--- src/include/lfc_consts.vh ---
// Summary of operation
// - frame-rate bits 7 and 3 read zero
// - tap field selects prescaler divisor 16..4096
// - divide field gives extra factor D=code+1
// - prescaler output divided by D
// - frame lasts K*N*D source clock periods
// - drive-time field selects driver on-time
// - on-time capped at half panel period
// - static or blanked: on-time half period
// - drive-time field may be omitted
// - contrast register bit 4 reads zero
// - contrast code forwarded to analog generator
// - contrast code latched at frame start
// - clock-select picks system or external source
// - duty field sets K factor
`ifndef LFC_CONSTS_VH
`define LFC_CONSTS_VH
`define LFC_ADDR_FRR 2'h0
`define LFC_ADDR_CCR 2'h1
`define LFC_ADDR_CTL 2'h2
`define LFC_ADDR_STS 2'h3
`define LFC_FRR_MASK 8'h77
`define LFC_CCR_MASK 8'hEF
`define LFC_CTL_MASK 8'h37
`define LFC_FRR_RST 8'h00
`define LFC_CCR_RST 8'h00
`define LFC_CTL_RST 8'h00
`define LFC_CTL_EN 0
`define LFC_CTL_CS 1
`define LFC_CTL_BLANK 2
`define LFC_CLK_MHZ 250
`define LFC_K_QUARTER 4'h8
`define LFC_K_THIRD 4'h6
`define LFC_DUTY_THIRD 2'h2
`define LFC_DC_HALF 3'h7
`define LFC_DRIVE_US0 300
`define LFC_DRIVE_US1 70
`define LFC_DRIVE_US2 150
`define LFC_DRIVE_US3 450
`define LFC_DRIVE_US4 575
`define LFC_DRIVE_US5 850
`define LFC_DRIVE_US6 1150
`define LFC_CYC_MAX 262143
`endif

--- src/lfc_frame_clock.v ---
// Design decisions made here: the plain strobed port and the address map.
`timescale 1ns/1ps
`include "lfc_consts.vh"
module lfc_frame_clock #(
    parameter HAS_DRIVE_TIME = 1
) (
    // clock and reset
    input wire clk,
    input wire rst_n,
    // register port
    input wire [1:0] regAddr,
    input wire [7:0] regWrData,
    input wire regWrEn,
    input wire regRdEn,
    output reg [7:0] regRdData,
    // external asynchronous source clock level
    input wire extClkIn,
    // panel timing outputs
    output reg panelClkTick_q,
    output reg panelClk_q,
    output reg frameStart_q,
    output reg driverOn_q,
    output reg [3:0] contrastLevel_q
);
    reg [7:0] frameRateCfg_q;
    reg [7:0] contrastCfg_q;
    reg [7:0] ctrl_q;
    reg extSync1_q;
    reg extSync2_q;
    reg extPrev_q;
    reg [11:0] preCnt_q;
    reg [2:0] divCnt_q;
    reg [3:0] kCnt_q;
    reg [17:0] halfCnt_q;
    reg [17:0] halfLen_q;
    reg [17:0] driveCnt_q;
    reg [17:0] driveLen;
    reg [11:0] tapTop;
    reg [3:0] kTop;
    wire srcTick;
    wire preWrap;
    wire divWrap;
    wire frameEnd;
    wire enable;
    wire [7:0] ccrMask;

    // saturates: the longest nominal time overflows 18 bits, the half-period cap covers it
    function [17:0] usToCycles;
        input integer us;
        integer cyc;
        begin
            cyc = us * `LFC_CLK_MHZ;
            if (cyc > `LFC_CYC_MAX) begin
                usToCycles = 18'h3FFFF;
            end else begin
                usToCycles = cyc[17:0];
            end
        end
    endfunction

    // last panel tick of a frame
    function lastTick;
        input [3:0] cnt;
        input [3:0] top;
        begin
            lastTick = (cnt >= top);
        end
    endfunction

    assign enable = ctrl_q[`LFC_CTL_EN];
    assign ccrMask = HAS_DRIVE_TIME ? `LFC_CCR_MASK : 8'h0F;

    assign srcTick = ctrl_q[`LFC_CTL_CS] ? (extSync2_q & ~extPrev_q) : 1'b1;

    always @* begin
        case (frameRateCfg_q[6:4])
            3'h0: tapTop = 12'h00F;
            3'h1: tapTop = 12'h03F;
            3'h2: tapTop = 12'h07F;
            3'h3: tapTop = 12'h0FF;
            3'h4: tapTop = 12'h1FF;
            3'h5: tapTop = 12'h3FF;
            3'h6: tapTop = 12'h7FF;
            default: tapTop = 12'hFFF;
        endcase
    end

    always @* begin
        if (ctrl_q[5:4] == `LFC_DUTY_THIRD) begin
            kTop = `LFC_K_THIRD - 4'h1;
        end else begin
            kTop = `LFC_K_QUARTER - 4'h1;
        end
    end

    always @* begin
        case (contrastCfg_q[7:5])
            3'h0: driveLen = usToCycles(`LFC_DRIVE_US0);
            3'h1: driveLen = usToCycles(`LFC_DRIVE_US1);
            3'h2: driveLen = usToCycles(`LFC_DRIVE_US2);
            3'h3: driveLen = usToCycles(`LFC_DRIVE_US3);
            3'h4: driveLen = usToCycles(`LFC_DRIVE_US4);
            3'h5: driveLen = usToCycles(`LFC_DRIVE_US5);
            3'h6: driveLen = usToCycles(`LFC_DRIVE_US6);
            default: driveLen = halfLen_q;
        endcase
        if (ctrl_q[5:4] == 2'h0 || ctrl_q[`LFC_CTL_BLANK] || HAS_DRIVE_TIME == 0) begin
            driveLen = halfLen_q;
        end
        if (driveLen > halfLen_q) begin
            driveLen = halfLen_q;
        end
    end

    assign preWrap = srcTick && (preCnt_q == tapTop);
    // extra divide by code plus one
    assign divWrap = preWrap && (divCnt_q == frameRateCfg_q[2:0]);
    assign frameEnd = divWrap && lastTick(kCnt_q, kTop);

    // register writes
    always @(posedge clk) begin
        if (!rst_n) begin
            frameRateCfg_q <= `LFC_FRR_RST;
            contrastCfg_q <= `LFC_CCR_RST;
            ctrl_q <= `LFC_CTL_RST;
        end else if (regWrEn) begin
            case (regAddr)
                `LFC_ADDR_FRR: frameRateCfg_q <= regWrData & `LFC_FRR_MASK;
                `LFC_ADDR_CCR: contrastCfg_q <= regWrData & ccrMask;
                `LFC_ADDR_CTL: ctrl_q <= regWrData & `LFC_CTL_MASK;
                default: ctrl_q <= ctrl_q;
            endcase
        end
    end

    always @(posedge clk) begin
        if (!rst_n) begin
            regRdData <= 8'h00;
        end else if (regRdEn) begin
            case (regAddr)
                `LFC_ADDR_FRR: regRdData <= frameRateCfg_q;
                `LFC_ADDR_CCR: regRdData <= contrastCfg_q;
                `LFC_ADDR_CTL: regRdData <= ctrl_q;
                default: regRdData <= {3'h0, driverOn_q, contrastLevel_q};
            endcase
        end else begin
            regRdData <= 8'h00;
        end
    end

    // external clock synchroniser
    always @(posedge clk) begin
        if (!rst_n) begin
            extSync1_q <= 1'b0;
            extSync2_q <= 1'b0;
            extPrev_q <= 1'b0;
        end else begin
            extSync1_q <= extClkIn;
            extSync2_q <= extSync1_q;
            extPrev_q <= extSync2_q;
        end
    end

    // prescaler, divider and frame counters
    always @(posedge clk) begin
        if (!rst_n || !enable) begin
            preCnt_q <= 12'h000;
            divCnt_q <= 3'h0;
            kCnt_q <= 4'h0;
            panelClkTick_q <= 1'b0;
            panelClk_q <= 1'b0;
            frameStart_q <= 1'b0;
        end else begin
            panelClkTick_q <= divWrap;
            frameStart_q <= 1'b0;
            if (srcTick) begin
                preCnt_q <= preWrap ? 12'h000 : preCnt_q + 12'h001;
            end
            // panel clock from prescaler divided by D
            if (preWrap) begin
                divCnt_q <= divWrap ? 3'h0 : divCnt_q + 3'h1;
            end
            if (divWrap) begin
                panelClk_q <= ~panelClk_q;
                if (lastTick(kCnt_q, kTop)) begin
                    kCnt_q <= 4'h0;
                    frameStart_q <= 1'b1;
                end else begin
                    kCnt_q <= kCnt_q + 4'h1;
                end
            end
        end
    end

    // panel period measure and driver on-time
    always @(posedge clk) begin
        if (!rst_n || !enable) begin
            halfCnt_q <= 18'h00000;
            halfLen_q <= 18'h00001;
            driveCnt_q <= 18'h00000;
            driverOn_q <= 1'b0;
        end else begin
            if (divWrap) begin
                halfLen_q <= {1'b0, halfCnt_q[17:1]} + 18'h00001;
                halfCnt_q <= 18'h00000;
                driveCnt_q <= 18'h00001;
                driverOn_q <= 1'b1;
            end else begin
                if (halfCnt_q != 18'h3FFFF) begin
                    halfCnt_q <= halfCnt_q + 18'h00001;
                end
                if (driverOn_q) begin
                    if (driveCnt_q >= driveLen) begin
                        driverOn_q <= 1'b0;
                    end else begin
                        driveCnt_q <= driveCnt_q + 18'h00001;
                    end
                end
            end
        end
    end

    always @(posedge clk) begin
        if (!rst_n) begin
            contrastLevel_q <= 4'h0;
        end else if (frameEnd) begin
            contrastLevel_q <= contrastCfg_q[3:0];
        end
    end
endmodule
--- config.mk ---
export PLATFORM = sky130hd
export DESIGN_NAME = lfc_frame_clock
export DESIGN_NICKNAME = d
export VERILOG_FILES = /design/src/lfc_frame_clock.v
export VERILOG_INCLUDE_DIRS = /design/src /design/src/include
export SDC_FILE = /design/constraint.sdc
export NUM_CORES = 1
export LEC_CHECK = 0
export ABC_AREA = 1
export BUFFER_PORTS_ARGS = -buffer_cell sky130_fd_sc_hd__buf_2
export CAP_MARGIN = 20
export CORE_MARGIN = 2
export CORE_UTILIZATION = 45
export DETAILED_ROUTE_END_ITERATION = 8
export MAX_ROUTING_LAYER = met4
export PLACE_DENSITY = 0.64
export SYNTH_ARGS = -nofsm -noshare
export SYNTH_HDL_FRONTEND = slang
export SYNTH_SLANG_ARGS = --single-unit
--- constraint.sdc ---
create_clock -name clk -period 8.1 [get_ports clk]
set_input_delay 0.81 -clock clk [delete_from_list [all_inputs] [get_ports clk]]
set_output_delay 0.81 -clock clk [all_outputs]
set_load 0.05 [all_outputs]
==> metrics.yaml, run 1 <==
yosys:
  postSynthRegisterBits: 110
  synthesis.instances: 935
  primary_flip_flop_cell_chosen_by_synthesis_mapping: "dfxtp_1"
  synth_simple_gate_area_share_pct: 29.81
  seq_area_frac_synth_pct: 33.72
  post_synthesis_compound_gate_area_fraction_pct: 13.05
  synth_top_family_by_area: "simple AND/OR/NAND/NOR gates"
  synthDominantAreaCellType: "dfxtp_1"
  synthAdderAreaFrac_pct: 8.546
  synth_async_sr_flop_share_pct: 0
  netlist_top_cells_area: "dfxtp_1, nand2_1, ha_1"
  synth_area_um2: 6530
  number_of_flops_mapped_to_enable_cells_by_yosys: 0
  synth.mux.area_fraction_pct: 0
  synthDistinctLibCells: 43
  syn_avg_cell_area_um2: 6.984
  synth_largest_type_area_fraction_pct: 33.72
  yosysWarnings: 0
  yosys.area_share.xor_xnor_pct: 6.706
  synth_fp_nets: 994
timing:
  worstMarginPinSlew_ns: 0.6933
  setup_total_negative_slack_ns: 0
  fin_skew_ns: 0.008034
  setup_violations: 0
  timing.slew.headroom_pct: 53.73
  fin_crit_ns: 5.410
  unrepaired_setup_endpoints_after_global_routing: "no"
  slew_violations: 0
  final.period_utilization_pct: 66.79
  timing.final.hold_violations: 0
  max_freq_mhz: 184.8
cells_and_area:
  num-nets-final: 1013
  drive_above_1_share_pct: 8.046
  diodes_inserted: 0
  flow.area_growth_from_synthesis_pct: 7.990
  non_filler_instance_count_after_layout: 1141
clocking:
  postCtsSetupBuffers: 0
  cts_max_level: 3
  clkLatencyLatePin_ns: 0.35
  cts.reportedPaths.clkPinSlew_ns: 0.07
  numCtsBuffers: 9
  clock_tree.root_cell: "clkbuf_16"
  cts_tree: "yes"
  clock_tree.buffer_depth: 2
  cts_resized: 0
  cts_hold_repair.buffers: 0
  tritoncts_sinks: 110
place:
  dp_cells: 1127
  hpwl_mm: 11.71
  port-buffer-count: 30
  place_congestion: 0.9527
global_routing:
  pin_count_of_the_biggest_net_entering_global_routing: 46
  groute.usage.overall_pct: 21.46
  grt_use_met2_pct: 33.37
  grt_pass1_wl_mm: 26.78
  met3_routing_resource_usage_after_global_routing_pct: 3.952
  number_of_global_route_vias_before_repair: 5629
  top_usage_layer_grt: "met2"
  grt.overflow.total: 0
  antenna_found_initial: 0
  grt_use_met1_pct: 27.83
detailed_routing:
  routed_wirelength_mm: 15.22
  initialDrtViolationCount: 381
  via_per_inst: 5.076
  detail_route.drc_violations: 0
  route.detailed.wl_per_inst_um: 13.34
  detailroute.via_count: 5792
  postRouteAntennaNets: 0
  firstDrtPassIters: 5
status:
  run_status: "complete, no violations"
critical_path:
  critical_path.most_common_cell: "nand2_1"
  crit_path_max_incr_delay_ns: 0.57
  worst_setup_path_end_kind: "flop"
  cp.required_ns: 8.38
  worst-endpoint-arrival_ns: 5.69
  timing.critical_path.max_delay_family: "simple AND/OR/NAND/NOR gates"
  critical_path_peak_fanout: 26
  worstPathBufferInverterCount: 3
  criticalPathCategory: "reg -> reg"
  start_kind: "flop"
  critical-path-slowest-cell: "nor2_2"
floorplanning:
  die_h_um: 124.5
  std_cell_rows: 44
  design.die.area_um2: 15490
  ioPinCount: 31
  start_util_pct: 45.45
  fp.dieW_um: 124.5
  coreArea_um2: 14370
pwr:
  power.leakage_nw: 3.038
  pwr_density_cell_nw_per_um2: 173.8
  irDropWorstVdd_mv: 0.1081
  power_mw: 1.226
hold_path:
  min-delay-path-class: "reg -> reg"
job:
  drv.max_cap_violation_count: 0
-- cell usage in the layout, fill, tap and decap left out, types with 2 or more instances in the layout --
master / count
nand2_1: 228
dfxtp_1: 110
nor2_1: 104
inv_1: 102
a21oi_1: 65
o21ai_0: 48
nand3_1: 48
ha_1: 43
xor2_1: 36
buf_2: 30
nor3_1: 20
nand4_1: 15
o21ai_1: 14
xnor2_1: 14
clkbuf_16: 9
o21ai_2: 7
nor2_2: 6
o22ai_1: 5
a31oi_1: 5
nor3_2: 5
inv_2: 4
nand2_2: 4
nor4_1: 3
nand3b_1: 3
a22oi_1: 3
o211ai_1: 3
nor2_4: 2
o21bai_1: 2
nor3b_1: 2
nand2_4: 2
clkinv_4: 2
-- cell type report --
cell class,instances,area [um^2]
fillers,1490,7317
clock inverters,4,33.78
multi-input cells,696,3795
repair buffers,30,150.1
well taps,184,230.2
inverters,107,401.6
flip-flops and latches,110,2202
clock buffers,10,239.0
-- sequential cells by signal, summed over array words and instances (netlist names) --
signal / cells
halfCnt_q: 18
preCnt_q: 12
contrastLevel_q: 4
frameRateCfg_q: 6
driveCnt_q: 18
halfLen_q: 18
extSync1_q: 1
frameStart_q: 1
extPrev_q: 1
driverOn_q: 1
panelClk_q: 1
regRdData: 8
extSync2_q: 1
kCnt_q: 4
divCnt_q: 3
ctrl_q: 5
contrastCfg_q: 7
panelClkTick_q: 1
-- per-layer routing --
metal | up-vias | share of wire (%)
li1 | 3082 | -
met5 | - | 0
met2 | 124 | 44
met1 | 2550 | 49
met3 | 36 | 4.1
met4 | 0 | 2.7
-- cell families after synthesis --
group,count (synthesis)
compound gates,156
xor+xnor,50
flops,110
fa+ha+maj,44
simple gates,446
buf+inv,129
-- tightest hold or removal path, stage by stage (launching register included) --
cell and delay [ns]:
dfxtp_1 0.30, nand2_1 0.05, inv_1 0.04
-- report_power, final --
group / internal (mW) / switching [mW]
Combinational: 0.0850 / 0.171
Sequential: 0.546 / 0.00655
Clock: 0.216 / 0.201
Total: 0.847 / 0.379
-- metrics by stage --
stage | utilization, % | hold slack [ns] | worst slack, ns | area, um^2
after floorplan | - | 0.3905 | 4.053 | 6530
after global placement | 47.18 | 0.3934 | 2.942 | 6779
after detailed placement | 47.18 | 0.4189 | 2.791 | 6779
after CTS | 49.08 | 0.4326 | 2.697 | 7052
after global routing | 49.08 | 0.4674 | 1.821 | 7052
final | 49.08 | 0.4277 | 2.690 | 7052
-- path summary, 6_finish.rpt --
path / depth (start not counted) / from / slack (ns) / end
min: 2 / extSync1_q$_SDFF_PN0_ / 0.43 / extSync2_q$_SDFF_PN0_
max: 27 / ctrl_q[4]$_SDFFE_PN0P_ / 2.69 / driveCnt_q[5]$_SDFFE_PP0P_
min reg2reg: 2 / extSync1_q$_SDFF_PN0_ / 0.43 / extSync2_q$_SDFF_PN0_
max reg2reg: 27 / ctrl_q[4]$_SDFFE_PN0P_ / 2.69 / driveCnt_q[5]$_SDFFE_PP0P_
-- cells in the mapped netlist, types with 2 or more instances --
library cell / number
a21oi_1: 65
a22oi_1: 3
a31oi_1: 5
buf_2: 6
buf_4: 5
buf_6: 3
clkbuf_1: 7
dfxtp_1: 110
ha_1: 43
inv_1: 102
inv_2: 4
nand2_1: 228
nand2_2: 4
nand2_4: 2
nand3_1: 48
nand3b_1: 3
nand4_1: 15
nor2_1: 104
nor2_2: 6
nor2_4: 2
nor3_1: 20
nor3_2: 5
nor3b_1: 2
nor4_1: 3
o211ai_1: 3
o21ai_0: 48
o21ai_1: 14
o21ai_2: 7
o21bai_1: 2
o22ai_1: 5
xnor2_1: 14
xor2_1: 36
(Power assumes the default switching activity.)
==> run 2: changes to the inputs <==
--- a/config.mk
+++ b/config.mk
@@ -13,7 +13,7 @@
 export CORE_UTILIZATION = 45
 export DETAILED_ROUTE_END_ITERATION = 8
 export MAX_ROUTING_LAYER = met4
-export PLACE_DENSITY = 0.64
+export PLACE_DENSITY = 0.67
 export SYNTH_ARGS = -nofsm -noshare
 export SYNTH_HDL_FRONTEND = slang
 export SYNTH_SLANG_ARGS = --single-unit
==> constraint.sdc (replaced) <==
create_clock -name clk -period 4.68 [get_ports clk]
set_input_delay 0.468 -clock clk [delete_from_list [all_inputs] [get_ports clk]]
set_output_delay 0.468 -clock clk [all_outputs]
set_load 0.05 [all_outputs]
==> metrics.yaml, run 2 (synthesized netlist as in run 1, its figures left out) <==
status:
  run_status: "complete, no violations"
detailed_routing:
  via_per_inst: 5.170
  m1WireLength_mm: 7.666
  postRouteAntennaNets: 0
  routed-wl-met2_mm: 6.987
  detailroute.via_count: 6007
  dr_wl_met3_um: 655
  maxUsedRoutingLayer: "met4"
  firstDrtPassIters: 7
  route.detailed.wl_per_inst_um: 13.53
  initialDrtViolationCount: 515
  detail_route.drc_violations: 0
  routed_wirelength_mm: 15.72
critical_path:
  criticalPathCategory: "reg -> reg"
  critical_path_peak_fanout: 12
  crit_path_max_incr_delay_ns: 0.36
  cp.required_ns: 4.90
  worst-endpoint-arrival_ns: 4.48
  critical_path.most_common_cell: "nand2_1"
  critical-path-slowest-cell: "dfxtp_1"
  start_kind: "flop"
  worst_setup_path_end_kind: "flop"
hold_path:
  min-delay-path-class: "in -> reg"
cells_and_area:
  flow.area_growth_from_synthesis_pct: 11.96
  final_cell_mix: "nand2_1, dfxtp_1, nor2_1"
  fillCellCount: 1410
  multiInputGateArea_um2: 3854
  seq_area_um2: 2202
  mostFrequentLayoutCell: "nand2_1"
  biggestRegsByFlops: "driveCnt_q (18), halfCnt_q (18), halfLen_q (18)"
  num-nets-final: 1032
  diodes_inserted: 0
  drive_above_1_share_pct: 10.94
clocking:
  cts_max_level: 3
  clock_tree.buffer_depth: 2
  cts_hold_repair.buffers: 0
  tritoncts_sinks: 110
  clock_tree.root_cell: "clkbuf_16"
  cts.reportedPaths.clkPinSlew_ns: 0.08
  clkLatencyLatePin_ns: 0.37
  cts_tree: "yes"
  numCtsBuffers: 9
floorplanning:
  fp.dieW_um: 124.5
  std_cell_rows: 44
  die_h_um: 124.5
  coreArea_um2: 14370
  start_util_pct: 45.45
  design.die.area_um2: 15490
  ioPinCount: 31
global_routing:
  pin_count_of_the_biggest_net_entering_global_routing: 46
  grt.overflow.total: 0
  number_of_global_route_vias_before_repair: 5483
  groute.usage.overall_pct: 21.15
  grt_pass1_wl_mm: 26.36
  antenna_found_initial: 0
place:
  port-buffer-count: 30
  detailedPlace.worstSlack_ns: -0.1076
  hpwl_mm: 11.67
  place_congestion: 0.9749
timing:
  timing.slew.headroom_pct: 54.08
  fin_crit_ns: 4.263
  timing.final.hold_violations: 0
  setup_violations: 0
  final.period_utilization_pct: 91.09
  fin_skew_ns: 0.01136
  slew_violations: 0
  final.setup.worst_slack_ns: 0.4169
  max_freq_mhz: 234.6
  worstMarginPinSlew_ns: 0.6880
pwr:
  power_mw: 2.295
  pwr_density_cell_nw_per_um2: 313.9
  irDropWorstVdd_mv: 0.1939
  power.leakage_nw: 3.150
job:
  drv.max_cap_violation_count: 0
run 2: timing repair:
action,4_1_cts,5_1_grt
setup buffers,0,9
gates resized for setup,1,17
cloned,0,3
pin swaps,0,3
endpoints found under the setup margin,18,19
run 2: area by class of cell:
cell class | count | share of cell area [%]
multi-input combinational | 697 | 52.71
sequential | 110 | 30.12
inverter | 107 | 5.596
timing repair buffer | 46 | 3.748
tap | 184 | 3.149
clock buffer | 9 | 3.081
clock inverter | 7 | 1.421
timing repair inverter | 2 | 0.1711
run 2: metal layers:
metal / vias to the layer above / global-route usage, %
li1: 3129 / -
met1: 2700 / 27.70
met2: 138 / 32.79
met3: 40 / 4.768
met4: 0 / 6.279
met5: - / -
run 2: worst paths after layout:
path	startpoint	endpoint	slack [ns]	cells after the start
worst max register to register	ctrl_q[4]$_SDFFE_PN0P_	driveCnt_q[4]$_SDFFE_PP0P_	0.42	31
worst min register to register	extSync2_q$_SDFF_PN0_	extPrev_q$_SDFF_PN0_	0.44	2
worst min-delay path	extClkIn	extSync1_q$_SDFF_PN0_	0.29	3
worst max-delay path	ctrl_q[4]$_SDFFE_PN0P_	driveCnt_q[4]$_SDFFE_PP0P_	0.42	31
run 2: critical path, delay by kind of cell (launching register included):
family,cells,cell delay (ns)
AOI/OAI and AO/OA,5,0.71
buffers and inverters,5,0.63
and+or+nand+nor,19,1.82
adders and majority gates,2,0.59
DFF,1,0.36
run 2: metrics by stage:
| stage | TNS [ns] | cell area (um^2) | util, % | hold slack (ns) | instances |
|---|---|---|---|---|---|
| floorplan | 0 | 6530 | - | 0.3905 | 935 |
| global placement | 0 | 6832 | 47.54 | 0.4214 | 1134 |
| detailed placement | -1.658 | 6832 | 47.54 | 0.4296 | 1134 |
| CTS | 0 | 7163 | 49.85 | 0.2789 | 1150 |
| global route | -0.2438 | 7311 | 50.88 | 0.3010 | 1162 |
| finish | 0 | 7311 | 50.88 | 0.2905 | 1162 |
run 2: where the power goes:
part	total (mW)	leakage, nW	internal [mW]	switching, mW
sequential	0.954	0.888	0.945	0.00943
combinational	0.491	2.10	0.176	0.315
clock	0.849	0.160	0.478	0.371
total	2.29	3.15	1.60	0.696
==> run 3: changes to the inputs <==
--- a/config.mk
+++ b/config.mk
@@ -6,10 +6,9 @@
 export SDC_FILE = /design/constraint.sdc
 export NUM_CORES = 1
 export LEC_CHECK = 0
-export ABC_AREA = 1
 export BUFFER_PORTS_ARGS = -buffer_cell sky130_fd_sc_hd__buf_2
 export CAP_MARGIN = 20
-export CORE_MARGIN = 2
+export CORE_MARGIN = 8
 export CORE_UTILIZATION = 45
 export DETAILED_ROUTE_END_ITERATION = 8
 export MAX_ROUTING_LAYER = met4
==> metrics.yaml, run 3 <==
cells_and_area:
  diodes_inserted: 0
  layout.core_utilization_pct: 51.38
  mostFrequentLayoutCell: "dfxtp_1"
  num-nets-final: 841
  flow.area_growth_from_synthesis_pct: 11.52
  final_cell_mix: "dfxtp_1, nand2_1, nor2_1"
  biggestRegsByFlops: "driveCnt_q (18), halfCnt_q (18), halfLen_q (18)"
  drive_above_1_share_pct: 11.44
  fillCellCount: 1352
place:
  port-buffer-count: 30
  hpwl_mm: 11.98
  detailedPlace.worstSlack_ns: 0.09009
  place_congestion: 0.9760
timing:
  timing.final.hold_violations: 0
  worstMarginPinSlew_ns: 1.079
  final.setup.worst_slack_ns: 0.2423
  fin_skew_ns: 0.004704
  slew_violations: 0
  setup_violations: 0
  timing.slew.headroom_pct: 27.90
  max_freq_mhz: 225.3
  final.period_utilization_pct: 94.82
  fin_crit_ns: 4.438
global_routing:
  antenna_found_initial: 0
  groute.usage.overall_pct: 18.46
  grt_pass1_wl_mm: 26.74
  grt.overflow.total: 0
  number_of_global_route_vias_before_repair: 5344
  pin_count_of_the_biggest_net_entering_global_routing: 45
yosys:
  number_of_flops_mapped_to_enable_cells_by_yosys: 0
  netlist_top_cells_area: "dfxtp_1, ha_1, mux2i_1"
  synth_fp_nets: 829
  netlist_top_cells_count: "dfxtp_1, nand2_1, nor2_1"
  synthDistinctLibCells: 54
  synth_async_sr_flop_share_pct: 0
  synth.most_common_cell: "dfxtp_1"
  synth_area_um2: 6420
  post_synthesis_compound_gate_area_fraction_pct: 13.66
  primary_flip_flop_cell_chosen_by_synthesis_mapping: "dfxtp_1"
  syn_avg_cell_area_um2: 8.338
  synth_largest_type_area_fraction_pct: 34.30
  synth.mux.area_fraction_pct: 9.179
  synthAdderAreaFrac_pct: 8.692
  seq_area_frac_synth_pct: 34.30
  synthDominantAreaCellType: "dfxtp_1"
  synth_simple_gate_area_share_pct: 23.08
  postSynthRegisterBits: 110
  synthesis.instances: 770
  synth_top_family_by_area: "simple AND/OR/NAND/NOR gates"
  yosysWarnings: 0
  yosys.area_share.xor_xnor_pct: 6.412
critical_path:
  crit_end: "driveCnt_q[14]$_SDFFE_PP0P_"
  worst-endpoint-arrival_ns: 4.72
  critical_path_peak_fanout: 12
  worst_setup_path_end_kind: "flop"
  worst-r2r-setup-slack_ns: 0.24
  reg2reg_capture_point: "driveCnt_q[14]$_SDFFE_PP0P_"
  criticalPathCategory: "reg -> reg"
  start_kind: "flop"
  worst_case_reg_to_reg_path_depth: 20
  cp.required_ns: 4.97
  regToRegStartpoint: "ctrl_q[2]$_SDFFE_PN0P_"
  timing.critical_path.from: "ctrl_q[2]$_SDFFE_PN0P_"
hold_path:
  min-delay-path-class: "in -> reg"
  holdPathStages: 2
floorplanning:
  start_util_pct: 46.07
  coreArea_um2: 13930
  fp.dieW_um: 135.4
  std_cell_rows: 43
  design.die.area_um2: 18340
  ioPinCount: 31
  die_h_um: 135.4
detailed_routing:
  initialDrtViolationCount: 286
  detailroute.via_count: 5533
  detail_route.drc_violations: 0
  postRouteAntennaNets: 0
  via_per_inst: 5.722
  routed_wirelength_mm: 16.30
  route.detailed.wl_per_inst_um: 16.85
  firstDrtPassIters: 4
clocking:
  numCtsBuffers: 9
  cts_tree: "yes"
  cts.reportedPaths.clkPinSlew_ns: 0.07
  clock_tree.root_cell: "clkbuf_16"
  cts_max_level: 3
  tritoncts_sinks: 110
  clkLatencyLatePin_ns: 0.35
  clock_tree.buffer_depth: 2
pwr:
  power_mw: 1.925
  internal_dissipation_mw: 1.433
  combinationalPowerShare_pct: 12.1
  power_frac_clock_pct: 38.5
  net-switching-power_uw: 492.7
  pwr_density_cell_nw_per_um2: 268.9
  irDropWorstVdd_mv: 0.1775
  seq_power_share_pct: 49.4
  power.leakage_nw: 2.562
  swShare_pct: 25.59
status:
  run_status: "complete, no violations"
job:
  drv.max_cap_violation_count: 0
==> run 3: cell count changes after synthesis, moves of 14 or more <==
| cell | before | now |
|---|---|---|
| o21ai_1 | 14 | 0 |
| or3_1 | 1 | 18 |
| xor2_1 | 36 | 22 |
| clkbuf_1 | 7 | 33 |
| inv_1 | 102 | 28 |
| nand2_1 | 228 | 74 |
| nor2b_1 | 0 | 20 |
| mux2i_1 | 0 | 51 |
| o21ai_0 | 48 | 20 |
| nor2_1 | 104 | 64 |
==> run 3: area by class of cell <==
type,instances,area [um^2],share of cell area (%)
Clock buffer,11,242.7,3.390
Clock inverter,5,42.54,0.5942
Inverter,28,105.1,1.468
Multi-Input combinational cell,586,4055,56.64
Sequential cell,110,2203,30.78
Tap cell,180,225.2,3.146
Timing Repair Buffer,47,285.3,3.985
==> run 3: kinds of logic after synthesis <==
kind of cell    count (synthesis)
simple gates                  301
compound gates                139
flops                         110
buf+inv                        74
mux                            55
xor+xnor                       47
fa+ha+maj                      44
==> run 3: worst min path at each step <==
stage | endpoint | start | slack (ns)
detailed placement | extSync2_q$_SDFF_PN0_ | extSync1_q$_SDFF_PN0_ | 0.43
global placement | extSync2_q$_SDFF_PN0_ | extSync1_q$_SDFF_PN0_ | 0.43
finish | extSync1_q$_SDFF_PN0_ | extClkIn | 0.33
floorplan | extSync2_q$_SDFF_PN0_ | extSync1_q$_SDFF_PN0_ | 0.41
global route | extSync1_q$_SDFF_PN0_ | extClkIn | 0.33
CTS | extSync1_q$_SDFF_PN0_ | extClkIn | 0.33
==> run 3: critical path, cell delays in order (launching register included) <==
cell and delay (ns):
dfxtp_1 0.33, o21bai_1 0.19, buf_4 0.19, a21o_1 0.20, a22o_1 0.26, ha_4 0.28
nor2b_2 0.13, o211ai_1 0.10, a21oi_1 0.18, o21ai_1 0.12, a21oi_2 0.20, buf_6 0.18
mux2i_2 0.21, ha_1 0.29, a21oi_2 0.15, nand2_1 0.08, a221o_1 0.36, a41o_4 0.29
buf_4 0.17, a211oi_2 0.26, mux2i_1 0.20
==> run 3: repair_timing <==
action,4_1_cts,5_1_grt
setup endpoints to repair,0,19
resized for setup,0,32
buffers inserted,0,1
hold buffers,0,0
==> run 3: metal layers <==
metal	global-route usage, %	up-vias	share of wire, %	wire, um
met4	6.663	0	1.9	306
met2	28.89	133	46	7551
met5	-	-	0	0
met3	2.634	20	4.4	716
li1	-	2739	-	-
met1	23.79	2641	47	7722
==> run 3: power groups by stage <==
stage               Clock [mW]  Sequential [mW]  Combinational (mW)
global placement             0            0.972               0.208
finish                   0.741            0.951               0.234
floorplan                    0            0.970               0.160
CTS                      0.755            0.950               0.213
detailed placement           0            0.972               0.211
global route             0.793            0.951               0.254
==> run 3: through the flow <==
| step | TNS (ns) | std cells | hold slack, ns | cell area (um^2) |
|---|---|---|---|---|
| after floorplan | -0.05703 | 770 | 0.4119 | 6425 |
| after global placement | 0 | 950 | 0.4286 | 6733 |
| after detailed placement | 0 | 950 | 0.4311 | 6733 |
| after CTS | 0 | 966 | 0.3259 | 7018 |
| after global routing | -0.06741 | 967 | 0.3305 | 7159 |
| final | 0 | 967 | 0.3310 | 7159 |
